**src/frr_pkg.sv**
```systemverilog
// Constants for fault report routing: field positions, reset values and encodings.
package frr_pkg;

  // ---------------------------------------------------------------
  // Register geometry
  // ---------------------------------------------------------------
  localparam int FRR_REG_W = 16;

  // ---------------------------------------------------------------
  // Fault report mask register fields
  // ---------------------------------------------------------------
  localparam int FRR_SPARE_BIT = 15;
  localparam int FRR_SC_BIT = 14;
  localparam int FRR_OC_BIT = 13;
  localparam int FRR_GM_HI = 12;
  localparam int FRR_GM_LO = 11;
  localparam int FRR_UV_BIT = 10;
  localparam int FRR_OV_BIT = 9;
  localparam int FRR_SW_THERM_BIT = 8;
  localparam int FRR_DIE_THERM_BIT = 7;
  localparam int FRR_LINK_BIT = 6;
  localparam int FRR_CFG_CRC_BIT = 5;
  localparam int FRR_TRIM_CRC_BIT = 4;
  localparam int FRR_REG_FLT_BIT = 3;
  localparam int FRR_SELFTEST_BIT = 2;
  localparam int FRR_ILIM_BIT = 1;
  localparam int FRR_CLK_BIT = 0;
  localparam logic [15:0] FRR_MASK_RESET = 16'h8940;

  // ---------------------------------------------------------------
  // Gate monitor route encodings
  // ---------------------------------------------------------------
  localparam logic [1:0] FRR_GM_MASKED = 2'h0;
  localparam logic [1:0] FRR_GM_ALARM = 2'h1;
  localparam logic [1:0] FRR_GM_WARN = 2'h2;
  localparam logic [1:0] FRR_GM_LIVE = 2'h3;

  // ---------------------------------------------------------------
  // Fail-safe output state register fields
  // ---------------------------------------------------------------
  localparam int FRR_TWN_EN_BIT = 15;
  localparam int FRR_FS_REGF_BIT = 11;
  localparam int FRR_FS_NUM = 5;
  // Field low bits: short circuit, over-current, switch thermal, gate monitor, link.
  localparam int FRR_FS_LSB [FRR_FS_NUM] = '{12, 8, 6, 2, 0};
  localparam int FRR_FS_GM_IDX = 3;
  localparam logic [15:0] FRR_FS_RESET = 16'hC008;

  // ---------------------------------------------------------------
  // Fail-safe action encodings
  // ---------------------------------------------------------------
  localparam logic [1:0] FRR_FS_PULL_LOW = 2'h0;
  localparam logic [1:0] FRR_FS_PULL_HIGH = 2'h1;
  localparam logic [1:0] FRR_FS_CODE_TWO = 2'h2;
  localparam logic [1:0] FRR_FS_NO_ACTION = 2'h3;

endpackage

```
**src/frr_fs_decode.sv**
```systemverilog
// Decoder from one two-bit fail-safe field and its fault to a gate action.
`timescale 1ns/1ps
module frr_fs_decode
  import frr_pkg::*;
#(
  parameter bit HIZ_AT_TWO = 1'b0
) (
  // Fault and field
  input wire logic i_fault,
  input wire logic [1:0] i_state,
  // Requested gate action
  output logic o_pull_low,
  output logic o_pull_high,
  output logic o_hiz
);

  // ---------------------------------------------------------------
  // Decode
  // ---------------------------------------------------------------
  // Code two is reserved on most fields and is then treated as no action.
  always_comb begin
    o_pull_low = 1'b0;
    o_pull_high = 1'b0;
    o_hiz = 1'b0;
    if (i_fault) begin
      case (i_state)
        FRR_FS_PULL_LOW: o_pull_low = 1'b1;
        FRR_FS_PULL_HIGH: o_pull_high = 1'b1;
        FRR_FS_CODE_TWO: o_hiz = HIZ_AT_TWO;
        default: o_hiz = 1'b0;
      endcase
    end
  end

endmodule

```
**src/frr_top.sv**
```systemverilog
// Secondary-side fault report routing with fail-safe gate state selection.
// Notes on behaviour
// - Over-current fault drives alarm when its mask bit is zero.
// - Gate monitor field: masked, alarm, warning, or live gate state on warning.
// - Secondary under-voltage faults drive alarm unless masked.
// - Secondary over-voltage faults drive alarm unless masked.
// - Switch thermal shutdown reaches alarm only when its enable bit is one.
// - Die thermal shutdown drives alarm unless masked.
// - Die thermal shutdown always shuts the secondary side down.
// - Link fault reaches alarm only when its enable bit is one.
// - Configuration checksum fault drives alarm unless masked.
// - Trim checksum fault drives both fault outputs unless masked.
// - Internal regulator fault drives alarm unless masked.
// - Self-test failure drives alarm and warning unless masked.
// - Regulator current-limit fault drives alarm unless masked.
// - Clock monitor fault drives alarm unless masked.
// - Short-circuit fault drives alarm unless masked.
// - Fail-safe fields: low, high, reserved, no action on their fault.
// - Gate monitor fail-safe code two puts gates in high impedance.
`timescale 1ns/1ps
module frr_top
  import frr_pkg::*;
(
  // Clock and reset
  input wire logic i_core_clk,
  input wire logic i_arst_n,
  // Register access
  input wire logic i_mask_wr,
  input wire logic [FRR_REG_W-1:0] i_mask_wdata,
  input wire logic i_fs_wr,
  input wire logic [FRR_REG_W-1:0] i_fs_wdata,
  output logic [FRR_REG_W-1:0] o_mask_rdata,
  output logic [FRR_REG_W-1:0] o_fs_rdata,
  // Fault detector levels
  input wire logic i_short_circuit,
  input wire logic i_overcurrent,
  input wire logic i_gate_monitor,
  input wire logic i_gate_voltage_state,
  input wire logic i_vcc2_undervoltage,
  input wire logic i_vee2_undervoltage,
  input wire logic i_vcc2_overvoltage,
  input wire logic i_vee2_overvoltage,
  input wire logic i_switch_thermal,
  input wire logic i_die_thermal,
  input wire logic i_die_temp_warning,
  input wire logic i_link_fault,
  input wire logic i_config_checksum,
  input wire logic i_trim_checksum,
  input wire logic i_regulator_fault,
  input wire logic i_selftest_fault,
  input wire logic i_regulator_current_limit,
  input wire logic i_clock_watch,
  // Host-facing fault outputs
  output logic o_fault_alarm_out_n,
  output logic o_warning_out_n,
  // Secondary side and gate control
  output logic o_secondary_shutdown,
  output logic o_gate_pull_low,
  output logic o_gate_pull_high,
  output logic o_gate_hiz,
  // Status
  output logic [FRR_REG_W-1:0] o_reported_faults
);

  // ---------------------------------------------------------------
  // Configuration registers
  // ---------------------------------------------------------------
  logic [FRR_REG_W-1:0] mask_reg;
  logic [FRR_REG_W-1:0] fs_reg;

  always_ff @(posedge i_core_clk or negedge i_arst_n) begin
    if (!i_arst_n) begin
      mask_reg <= FRR_MASK_RESET;
    end else if (i_mask_wr) begin
      mask_reg <= i_mask_wdata;
    end
  end

  always_ff @(posedge i_core_clk or negedge i_arst_n) begin
    if (!i_arst_n) begin
      fs_reg <= FRR_FS_RESET;
    end else if (i_fs_wr) begin
      fs_reg <= i_fs_wdata;
    end
  end

  assign o_mask_rdata = mask_reg;
  assign o_fs_rdata = fs_reg;

  // ---------------------------------------------------------------
  // Field views
  // ---------------------------------------------------------------
  logic short_circuit_report_mask;
  logic overcurrent_report_mask;
  logic [1:0] gate_monitor_report_route;
  logic secondary_undervoltage_report_mask;
  logic secondary_overvoltage_report_mask;
  logic switch_thermal_report_enable;
  logic die_thermal_report_mask;
  logic link_fault_report_enable;
  logic config_checksum_report_mask;
  logic trim_checksum_report_mask;
  logic regulator_fault_report_mask;
  logic selftest_fault_report_mask;
  logic regulator_current_limit_report_mask;
  logic clock_watch_report_mask;
  logic die_temp_warning_enable;

  assign short_circuit_report_mask = mask_reg[FRR_SC_BIT];
  assign overcurrent_report_mask = mask_reg[FRR_OC_BIT];
  assign gate_monitor_report_route = mask_reg[FRR_GM_HI:FRR_GM_LO];
  assign secondary_undervoltage_report_mask = mask_reg[FRR_UV_BIT];
  assign secondary_overvoltage_report_mask = mask_reg[FRR_OV_BIT];
  assign switch_thermal_report_enable = mask_reg[FRR_SW_THERM_BIT];
  assign die_thermal_report_mask = mask_reg[FRR_DIE_THERM_BIT];
  assign link_fault_report_enable = mask_reg[FRR_LINK_BIT];
  assign config_checksum_report_mask = mask_reg[FRR_CFG_CRC_BIT];
  assign trim_checksum_report_mask = mask_reg[FRR_TRIM_CRC_BIT];
  assign regulator_fault_report_mask = mask_reg[FRR_REG_FLT_BIT];
  assign selftest_fault_report_mask = mask_reg[FRR_SELFTEST_BIT];
  assign regulator_current_limit_report_mask = mask_reg[FRR_ILIM_BIT];
  assign clock_watch_report_mask = mask_reg[FRR_CLK_BIT];
  assign die_temp_warning_enable = fs_reg[FRR_TWN_EN_BIT];

  // ---------------------------------------------------------------
  // Per-source report terms
  // ---------------------------------------------------------------
  logic rep_sc;
  logic rep_oc;
  logic rep_gm_alarm;
  logic rep_gm_warn;
  logic rep_uv;
  logic rep_ov;
  logic rep_sw_thermal;
  logic rep_die_thermal;
  logic rep_link;
  logic rep_cfg_crc;
  logic rep_trim_crc;
  logic rep_reg_flt;
  logic rep_selftest;
  logic rep_ilim;
  logic rep_clk;
  logic rep_twn;

  assign rep_sc = i_short_circuit && !short_circuit_report_mask;
  assign rep_oc = i_overcurrent && !overcurrent_report_mask;
  assign rep_uv = (i_vcc2_undervoltage || i_vee2_undervoltage)
                  && !secondary_undervoltage_report_mask;
  assign rep_ov = (i_vcc2_overvoltage || i_vee2_overvoltage)
                  && !secondary_overvoltage_report_mask;
  assign rep_sw_thermal = i_switch_thermal && switch_thermal_report_enable;
  assign rep_die_thermal = i_die_thermal && !die_thermal_report_mask;
  assign rep_link = i_link_fault && link_fault_report_enable;
  assign rep_cfg_crc = i_config_checksum && !config_checksum_report_mask;
  assign rep_trim_crc = i_trim_checksum && !trim_checksum_report_mask;
  assign rep_reg_flt = i_regulator_fault && !regulator_fault_report_mask;
  assign rep_selftest = i_selftest_fault && !selftest_fault_report_mask;
  assign rep_ilim = i_regulator_current_limit
                    && !regulator_current_limit_report_mask;
  assign rep_clk = i_clock_watch && !clock_watch_report_mask;
  assign rep_twn = i_die_temp_warning && die_temp_warning_enable;

  // In live mode the warning pin follows the gate voltage, not the fault,
  // so the host sees switching activity rather than a latched condition.
  always_comb begin
    rep_gm_alarm = 1'b0;
    rep_gm_warn = 1'b0;
    case (gate_monitor_report_route)
      FRR_GM_MASKED: rep_gm_warn = 1'b0;
      FRR_GM_ALARM: rep_gm_alarm = i_gate_monitor;
      FRR_GM_WARN: rep_gm_warn = i_gate_monitor;
      FRR_GM_LIVE: rep_gm_warn = i_gate_voltage_state;
      default: rep_gm_warn = 1'b0;
    endcase
  end

  // ---------------------------------------------------------------
  // Output combining
  // ---------------------------------------------------------------
  logic alarm_any;
  logic warn_any;
  logic [FRR_REG_W-1:0] reported_next;

  assign alarm_any = rep_sc || rep_oc || rep_gm_alarm || rep_uv || rep_ov
                     || rep_sw_thermal || rep_die_thermal || rep_link || rep_cfg_crc
                     || rep_trim_crc || rep_reg_flt || rep_selftest || rep_ilim
                     || rep_clk;
  assign warn_any = rep_gm_warn || rep_trim_crc || rep_selftest || rep_twn;

  assign reported_next = {rep_twn, rep_sc, rep_oc, rep_gm_warn, rep_gm_alarm,
                          rep_uv, rep_ov, rep_sw_thermal, rep_die_thermal, rep_link,
                          rep_cfg_crc, rep_trim_crc, rep_reg_flt, rep_selftest,
                          rep_ilim, rep_clk};

  // Pins are registered so that glitches between detectors never reach the host.
  always_ff @(posedge i_core_clk or negedge i_arst_n) begin
    if (!i_arst_n) begin
      o_fault_alarm_out_n <= 1'b1;
      o_warning_out_n <= 1'b1;
    end else begin
      o_fault_alarm_out_n <= !alarm_any;
      o_warning_out_n <= !warn_any;
    end
  end

  always_ff @(posedge i_core_clk or negedge i_arst_n) begin
    if (!i_arst_n) begin
      o_reported_faults <= '0;
    end else begin
      o_reported_faults <= reported_next;
    end
  end

  // ---------------------------------------------------------------
  // Secondary shutdown
  // ---------------------------------------------------------------
  always_ff @(posedge i_core_clk or negedge i_arst_n) begin
    if (!i_arst_n) begin
      o_secondary_shutdown <= 1'b0;
    end else begin
      o_secondary_shutdown <= i_die_thermal;
    end
  end

  // ---------------------------------------------------------------
  // Fail-safe gate state
  // ---------------------------------------------------------------
  logic [FRR_FS_NUM-1:0] fs_fault;
  logic [FRR_FS_NUM-1:0] fs_low;
  logic [FRR_FS_NUM-1:0] fs_high;
  logic [FRR_FS_NUM-1:0] fs_hiz;
  logic regf_low;

  assign fs_fault = {i_link_fault, i_gate_monitor, i_switch_thermal,
                     i_overcurrent, i_short_circuit};

  generate
    for (genvar g = 0; g < FRR_FS_NUM; g++) begin : g_fs
      frr_fs_decode #(
        .HIZ_AT_TWO(g == FRR_FS_GM_IDX)
      ) u_dec (
        .i_fault(fs_fault[g]),
        .i_state(fs_reg[FRR_FS_LSB[g] +: 2]),
        .o_pull_low(fs_low[g]),
        .o_pull_high(fs_high[g]),
        .o_hiz(fs_hiz[g])
      );
    end
  endgenerate

  // The regulator field is one bit wide: zero pulls low, one does nothing.
  assign regf_low = i_regulator_fault && !fs_reg[FRR_FS_REGF_BIT];

  // Pull low wins over high, and both over high impedance, to favour a safe off.
  always_ff @(posedge i_core_clk or negedge i_arst_n) begin
    if (!i_arst_n) begin
      o_gate_pull_low <= 1'b0;
      o_gate_pull_high <= 1'b0;
      o_gate_hiz <= 1'b0;
    end else begin
      o_gate_pull_low <= (|fs_low) || regf_low;
      o_gate_pull_high <= (|fs_high) && !((|fs_low) || regf_low);
      o_gate_hiz <= (|fs_hiz) && !(|fs_high) && !((|fs_low) || regf_low);
    end
  end

endmodule

```
**config.mk**
```make
export PLATFORM = sky130hd
export DESIGN_NAME = frr_top
export DESIGN_NICKNAME = d
export VERILOG_FILES = /design/src/frr_pkg.sv /design/src/frr_fs_decode.sv /design/src/frr_top.sv
export SDC_FILE = /design/constraint.sdc
export NUM_CORES = 1
export LEC_CHECK = 0
export BUFFER_PORTS_ARGS = -buffer_cell sky130_fd_sc_hd__buf_2
export CORE_MARGIN = 2
export CORE_UTILIZATION = 40
export DETAILED_ROUTE_END_ITERATION = 16
export PLACE_DENSITY = 0.74
export SLEW_MARGIN = 25
export SYNTH_ARGS = -nofsm -noshare
export SYNTH_HDL_FRONTEND = slang
export SYNTH_SLANG_ARGS = --single-unit
```
**constraint.sdc**
```tcl
create_clock -name i_core_clk -period 1.1 [get_ports i_core_clk]
set_input_delay 0 -clock i_core_clk [delete_from_list [all_inputs] [get_ports i_core_clk]]
set_output_delay 0 -clock i_core_clk [all_outputs]
set_load 0.01 [all_outputs]
```
After elaboration in Yosys (flattened, before gate mapping). Cells that the tools add are included.

Equality and inequality tests: 9. Multiplexer cells: 24. Reductions and logical operators: 60.

Operators with widths (count): 1-bit two-way mux (23); 1-bit logical OR (19); 1-bit logical AND (18); 1-bit zero test (16); 2-bit by 1-bit equality test with 1-bit output, second input constant (6); 2-bit zero test (5); 5-bit OR reduction (2); 2-bit equality test, second input constant (3); 1-bit case mux with 2 select lines (1).

Register bits after elaboration: 54. Bits of input ports: 54. Word-level logic and storage cells: 102.

Longest topological paths before layout.
Depth in word-level cells: 16. Gate-level depth with buffers: 4.

Cells and area by module. Synthesis repeated with hierarchy kept, for this count alone.

Cells, all modules: 147. Area total of the unflattened synthesis: 2127.0 um^2.

Modules (own cells, without submodules): frr_top (times used 1, cells an instance 128, area an instance 1966.9 um^2, sequential area each 1362.6 um^2); frr_fs_decode at g_fs[0].u_dec ... (times used 4, cells an instance 4, area an instance 32.5 um^2, sequential area each 0.0 um^2); frr_fs_decode at g_fs[3].u_dec (times used 1, cells an instance 3, area an instance 30.0 um^2, sequential area each 0.0 um^2).

Least setup slack after synthesis. OpenSTA, ideal clock, no wires.

Kind: reg-to-reg. Start: register fs_reg[12], in the netlist o_fs_rdata[12]. End: register o_gate_hiz. Setup time: 0.096 ns. Arrival: 1.100 ns. Data required time: 1.004 ns. Setup slack: -0.096 ns. Stages on the path, launching flop included: 5. Cells stage by stage: dfrtp_1 nor3b_1 nor4_4 o221ai_2 nor4_2.

Word-level cells in the longest chain between the ends: 7. Elaborated cells between the ends (all ways): 13. Those cells by class: 1 x eq/ne; 4 x mux; 8 x reduce/logical.

RTL lines: from (decl) (line frr_top.sv:69) `logic [FRR_REG_W-1:0] fs_reg;`; from (signal assigned) (line frr_top.sv:83) `fs_reg <= i_fs_wdata;`; 2-bit by 1-bit equality test with 1-bit output / 2-bit zero test (equally long branches) (line frr_fs_decode.sv:26) `case (i_state)`; 1-bit two-way mux (line frr_fs_decode.sv:26); 1-bit two-way mux (line frr_fs_decode.sv:25) `if (i_fault) begin`; 5-bit OR reduction (line frr_top.sv:263) `o_gate_hiz <= (|fs_hiz) && !(|fs_high) && !((|fs_low) || regf_low);`; 1-bit zero test / 1-bit logical OR (equally long branches) (line frr_top.sv:263); 1-bit logical AND / 1-bit zero test (equally long branches) (line frr_top.sv:263); 1-bit logical AND (*) (line frr_top.sv:263); to (signal assigned) (line frr_top.sv:263); to (decl) (line frr_top.sv:60) `output logic o_gate_hiz,`.

Mark *: on every way between the ends. The rest lies on a longest branch, timed or not. A chain may end at the register's enable or synchronous reset.

Final worst setup path.
Start: register mask_reg[7], in the netlist o_mask_rdata[7]. End: register o_fault_alarm_out_n.

Word-level cells in the longest chain between the ends: 11.

RTL lines: from (decl) (line frr_top.sv:68) `logic [FRR_REG_W-1:0] mask_reg;`; from (signal assigned) (line frr_top.sv:75) `mask_reg <= i_mask_wdata;`; 1-bit zero test (line frr_top.sv:152) `assign rep_die_thermal = i_die_thermal && !die_thermal_report_mask;`; 1-bit logical AND (line frr_top.sv:152); via rep_die_thermal (line frr_top.sv:135) `logic rep_die_thermal;`; 1-bit logical OR (3 in a row) (line frr_top.sv:185) `|| rep_sw_thermal || rep_die_thermal || rep_link || rep_cfg_crc`; 1-bit logical OR (4 in a row) (line frr_top.sv:186) `|| rep_trim_crc || rep_reg_flt || rep_selftest || rep_ilim`; 1-bit logical OR (line frr_top.sv:187) `|| rep_clk;`; 1-bit zero test (line frr_top.sv:201) `o_fault_alarm_out_n <= !alarm_any;`; to (signal assigned) (line frr_top.sv:201); to (decl) (line frr_top.sv:54) `output logic o_fault_alarm_out_n,`.

The timed path passes the listed nets, and every way through them passes these cells.

==> impl_results.md <==
- Crit Path Class: flop to flop
- Die width: about 75 µm
- H-tree levels: 2
- Total Power: 4.58 mW
- Cell internal pwr: roughly 3.5 mW
- Flop-to-flop setup slack: -0.01 ns
- Seq cells post-synth: between 50 and 60
- Initial drt markers: 27
- P per Cell Area: roughly 1400 nW/µm²
- Setup violators final: 2
- R2R Path Start: o_mask_rdata[7]
- Core area: 4820 µm²
- Worst-margin pin slew: between 0.3 and 0.4 ns
- I/O pins: between 100 and 150
- Final WL: 5.23 mm
- Vias in the first global route: about 1700
- FP Rows: 25
- # DRC: 0
- Leak Pwr: between 1.5 and 2 nW
- Sw frac: 0.244
- Syn Nets: between 150 and 200
- CP Launch Point: o_mask_rdata[7]
- Worst Setup Start Kind: flop
- Sink Count: 54
- Via count: approximately 1700
- Max-slew violations: 0
- Largest net degree at the start of global routing: 55
- Fin crit share: 1.01
- Failing checks: negative hold slack, negative setup slack
- Hold_buf cts: 43
- Nets: ~360
- Worst R2R Path Depth: 4
- Worst VDD drop: slightly above 0.0008 V
- Die Span Y: 75.3 µm
- Cells after Synth: roughly 140
- Pre-antenna DRT Iters: 3
- TritonCTS clock tree: yes
- Buffer depth of the longest clock path: 2
- Most frequent cells in the layout: 104 x buf_2, 45 x dfrtp_1, 43 x dlygate4sd3_1
- Most common cell after layout, fill and taps aside: buf_2
- Worst slew margin: 0.736
- Max-cap viol count: 0
- Critical Path Sink Type: flop
- Sequential Power Share: 0.502
- Reg2reg end: o_fault_alarm_out_n
- Die area: 5660 µm²
- Fmax: approximately 900 MHz
- Worst EP required: between 1 and 1.5 ns
- Clk network pwr share: 0.289
- Total grt overflow: 0
- WP data arrival: roughly 1.3 ns
- Synth Cell Area: around 2000 µm²
- Critical-path top delay cell: dfrtp_1
- Wire length per cell: approximately 14 µm
- Setup Skew: roughly 0.0026 ns
- Antenna viol nets, final: 0
- First-pass GRT wire length: 7.91 mm
- Status: finished, violations left
- Dpl hpwl: 3.42 mm
- Hold Path Stages: 1
- Vias per cell: about 4.5
- Initial core utilization: 0.422
- Initial antenna violation count: 0
- Worst Hold Endpoint: o_secondary_shutdown
- Unrepaired setup endpoints after global routing: true
- Logic pwr share: 0.209
- Worst-Skew Late Latency: ~0.3 ns
- CTS root buffer: clkbuf_8
- Min Tclk post-route: between 1 and 1.5 ns
- Net Sw Power: 1.12 mW
- Worst hold start: i_die_thermal
- HP Class: input pin to flop
- Layout cell share with drive strength beyond 1: 0.591
- WHS: -0.180 ns
- GPL Wtd Cong: about 0.86
- Yosys cell types: 21
- CP max stage delay: 0.37 ns
- Port bufs: roughly 110
- Layout area overhead: 64.8%
- CP max FO: 2
- Gr usage total: 0.190
- CTS Buf Count: 5
- Seq/Total Area, Yosys: 0.671
- Synth Warn #: 0
- # diodes: 0
- Final setup margin: -0.0145 ns
- CP cell instances: nor2b_2, nor4_2, nand4_1, nor4_1
- Clk slew on worst S/H paths: around 0.090 ns
- Final-report hold violation count: 6
- Syn_area_per_cell: approximately 15 µm²
## kinds of logic after synthesis
kind of cell,count (synthesis),synth area share
AOI/OAI and AO/OA,3,0.0129
muxes,32,0.177
and+or+nand+nor,40,0.126
buffers and inverters,6,0.0136
DFF,54,0.671
## critical path: cells and delay by family, from the launching register on
kind          cells  cell delay [ns]
simple gates      4             0.67
flops             1             0.37
## worst max-delay path by stage
stage / end / slack [ns] / depth (start not counted)
3_3_place_gp: o_fault_alarm_out_n / -0.04 / 4
6_report: o_fault_alarm_out_n / -0.01 / 4
2_1_floorplan: o_gate_hiz / -0.02 / 4
4_1_cts: o_fault_alarm_out_n / -0.08 / 4
3_5_place_dp: o_fault_alarm_out_n / -0.16 / 4
5_1_grt: o_gate_hiz / -0.09 / 4
## sequential cells by signal (all words and copies together) (netlist names)
| name | count |
|---|---|
| o_mask_rdata | 16 |
| o_gate_pull_high | 1 |
| o_gate_hiz | 1 |
| o_warning_out_n | 1 |
| o_fault_alarm_out_n | 1 |
| o_reported_faults | 16 |
| o_gate_pull_low | 1 |
| o_fs_rdata | 16 |
| o_secondary_shutdown | 1 |
## metrics by stage
step	utilization	cells	worst slack (ns)	setup TNS, ns	cell area [µm²]
2_1_floorplan	-	135	-0.0157	-0.0157	2040
6_report	0.695	368	-0.0145	-0.0214	3350
3_3_place_gp	0.568	316	-0.0366	-0.0366	2740
3_5_place_dp	0.568	316	-0.160	-0.180	2740
5_1_grt	0.695	368	-0.0936	-0.242	3350
4_1_cts	0.686	367	-0.0819	-0.101	3300
## synth_stat cells
cell | n | area, µm²
a31oi_1 | 1 | 6.26
and2_1 | 3 | 18.8
buf_2 | 4 | 20.0
dfrtp_1 | 45 | 1130
dfstp_2 | 9 | 236
inv_1 | 2 | 7.51
mux2_2 | 31 | 349
mux2i_1 | 1 | 10.0
nand2_1 | 2 | 7.51
nand2b_1 | 1 | 6.26
nand3b_1 | 4 | 30.0
nand4_1 | 2 | 12.5
nor2_1 | 8 | 30.0
nor2b_1 | 10 | 62.6
nor3_1 | 1 | 5.00
nor3b_1 | 4 | 30.0
nor4_1 | 3 | 18.8
nor4_2 | 1 | 12.5
nor4_4 | 1 | 21.3
o21ai_0 | 1 | 5.00
o221ai_2 | 1 | 15.0
## power by group through the flow
| stage | logic [mW] | clock network, mW | registers [mW] |
|---|---|---|---|
| final | 0.957 | 1.32 | 2.30 |
| after global placement | 0.789 | 0 | 2.32 |
| after detailed placement | 0.797 | 0 | 2.33 |
| after global routing | 1.05 | 1.43 | 2.32 |
| after CTS | 0.927 | 1.39 | 2.29 |
| after floorplan | 0.261 | 0 | 2.43 |
## per-layer routing
layer | up-vias | part of all wire | wire length [µm] | track usage
met5 | - | 0 | 0 | 0
met4 | 0 | 0.0034 | 18 | 0.0526
met3 | 2 | 0.089 | 468 | 0.0629
met2 | 79 | 0.50 | 2640 | 0.341
met1 | 782 | 0.40 | 2110 | 0.217
li1 | 797 | - | - | -
## layout make-up
type	count	area (µm²)
inverters	2	7.51
well taps	67	83.8
clock buffers	6	82.6
fillers	357	1470
repair buffers	163	1100
clock inverters	1	30.0
multi-input cells	75	678
flip-flops and latches	54	1360
## timing repair
item                                   in CTS  in global routing
endpoints found under the hold margin     103                  7
setup endpoints to repair                   4                  5
pin swaps                                   1                  3
setup buffers                               1                  2
resized for setup                           4                  7
(Power assumes the default switching activity.)
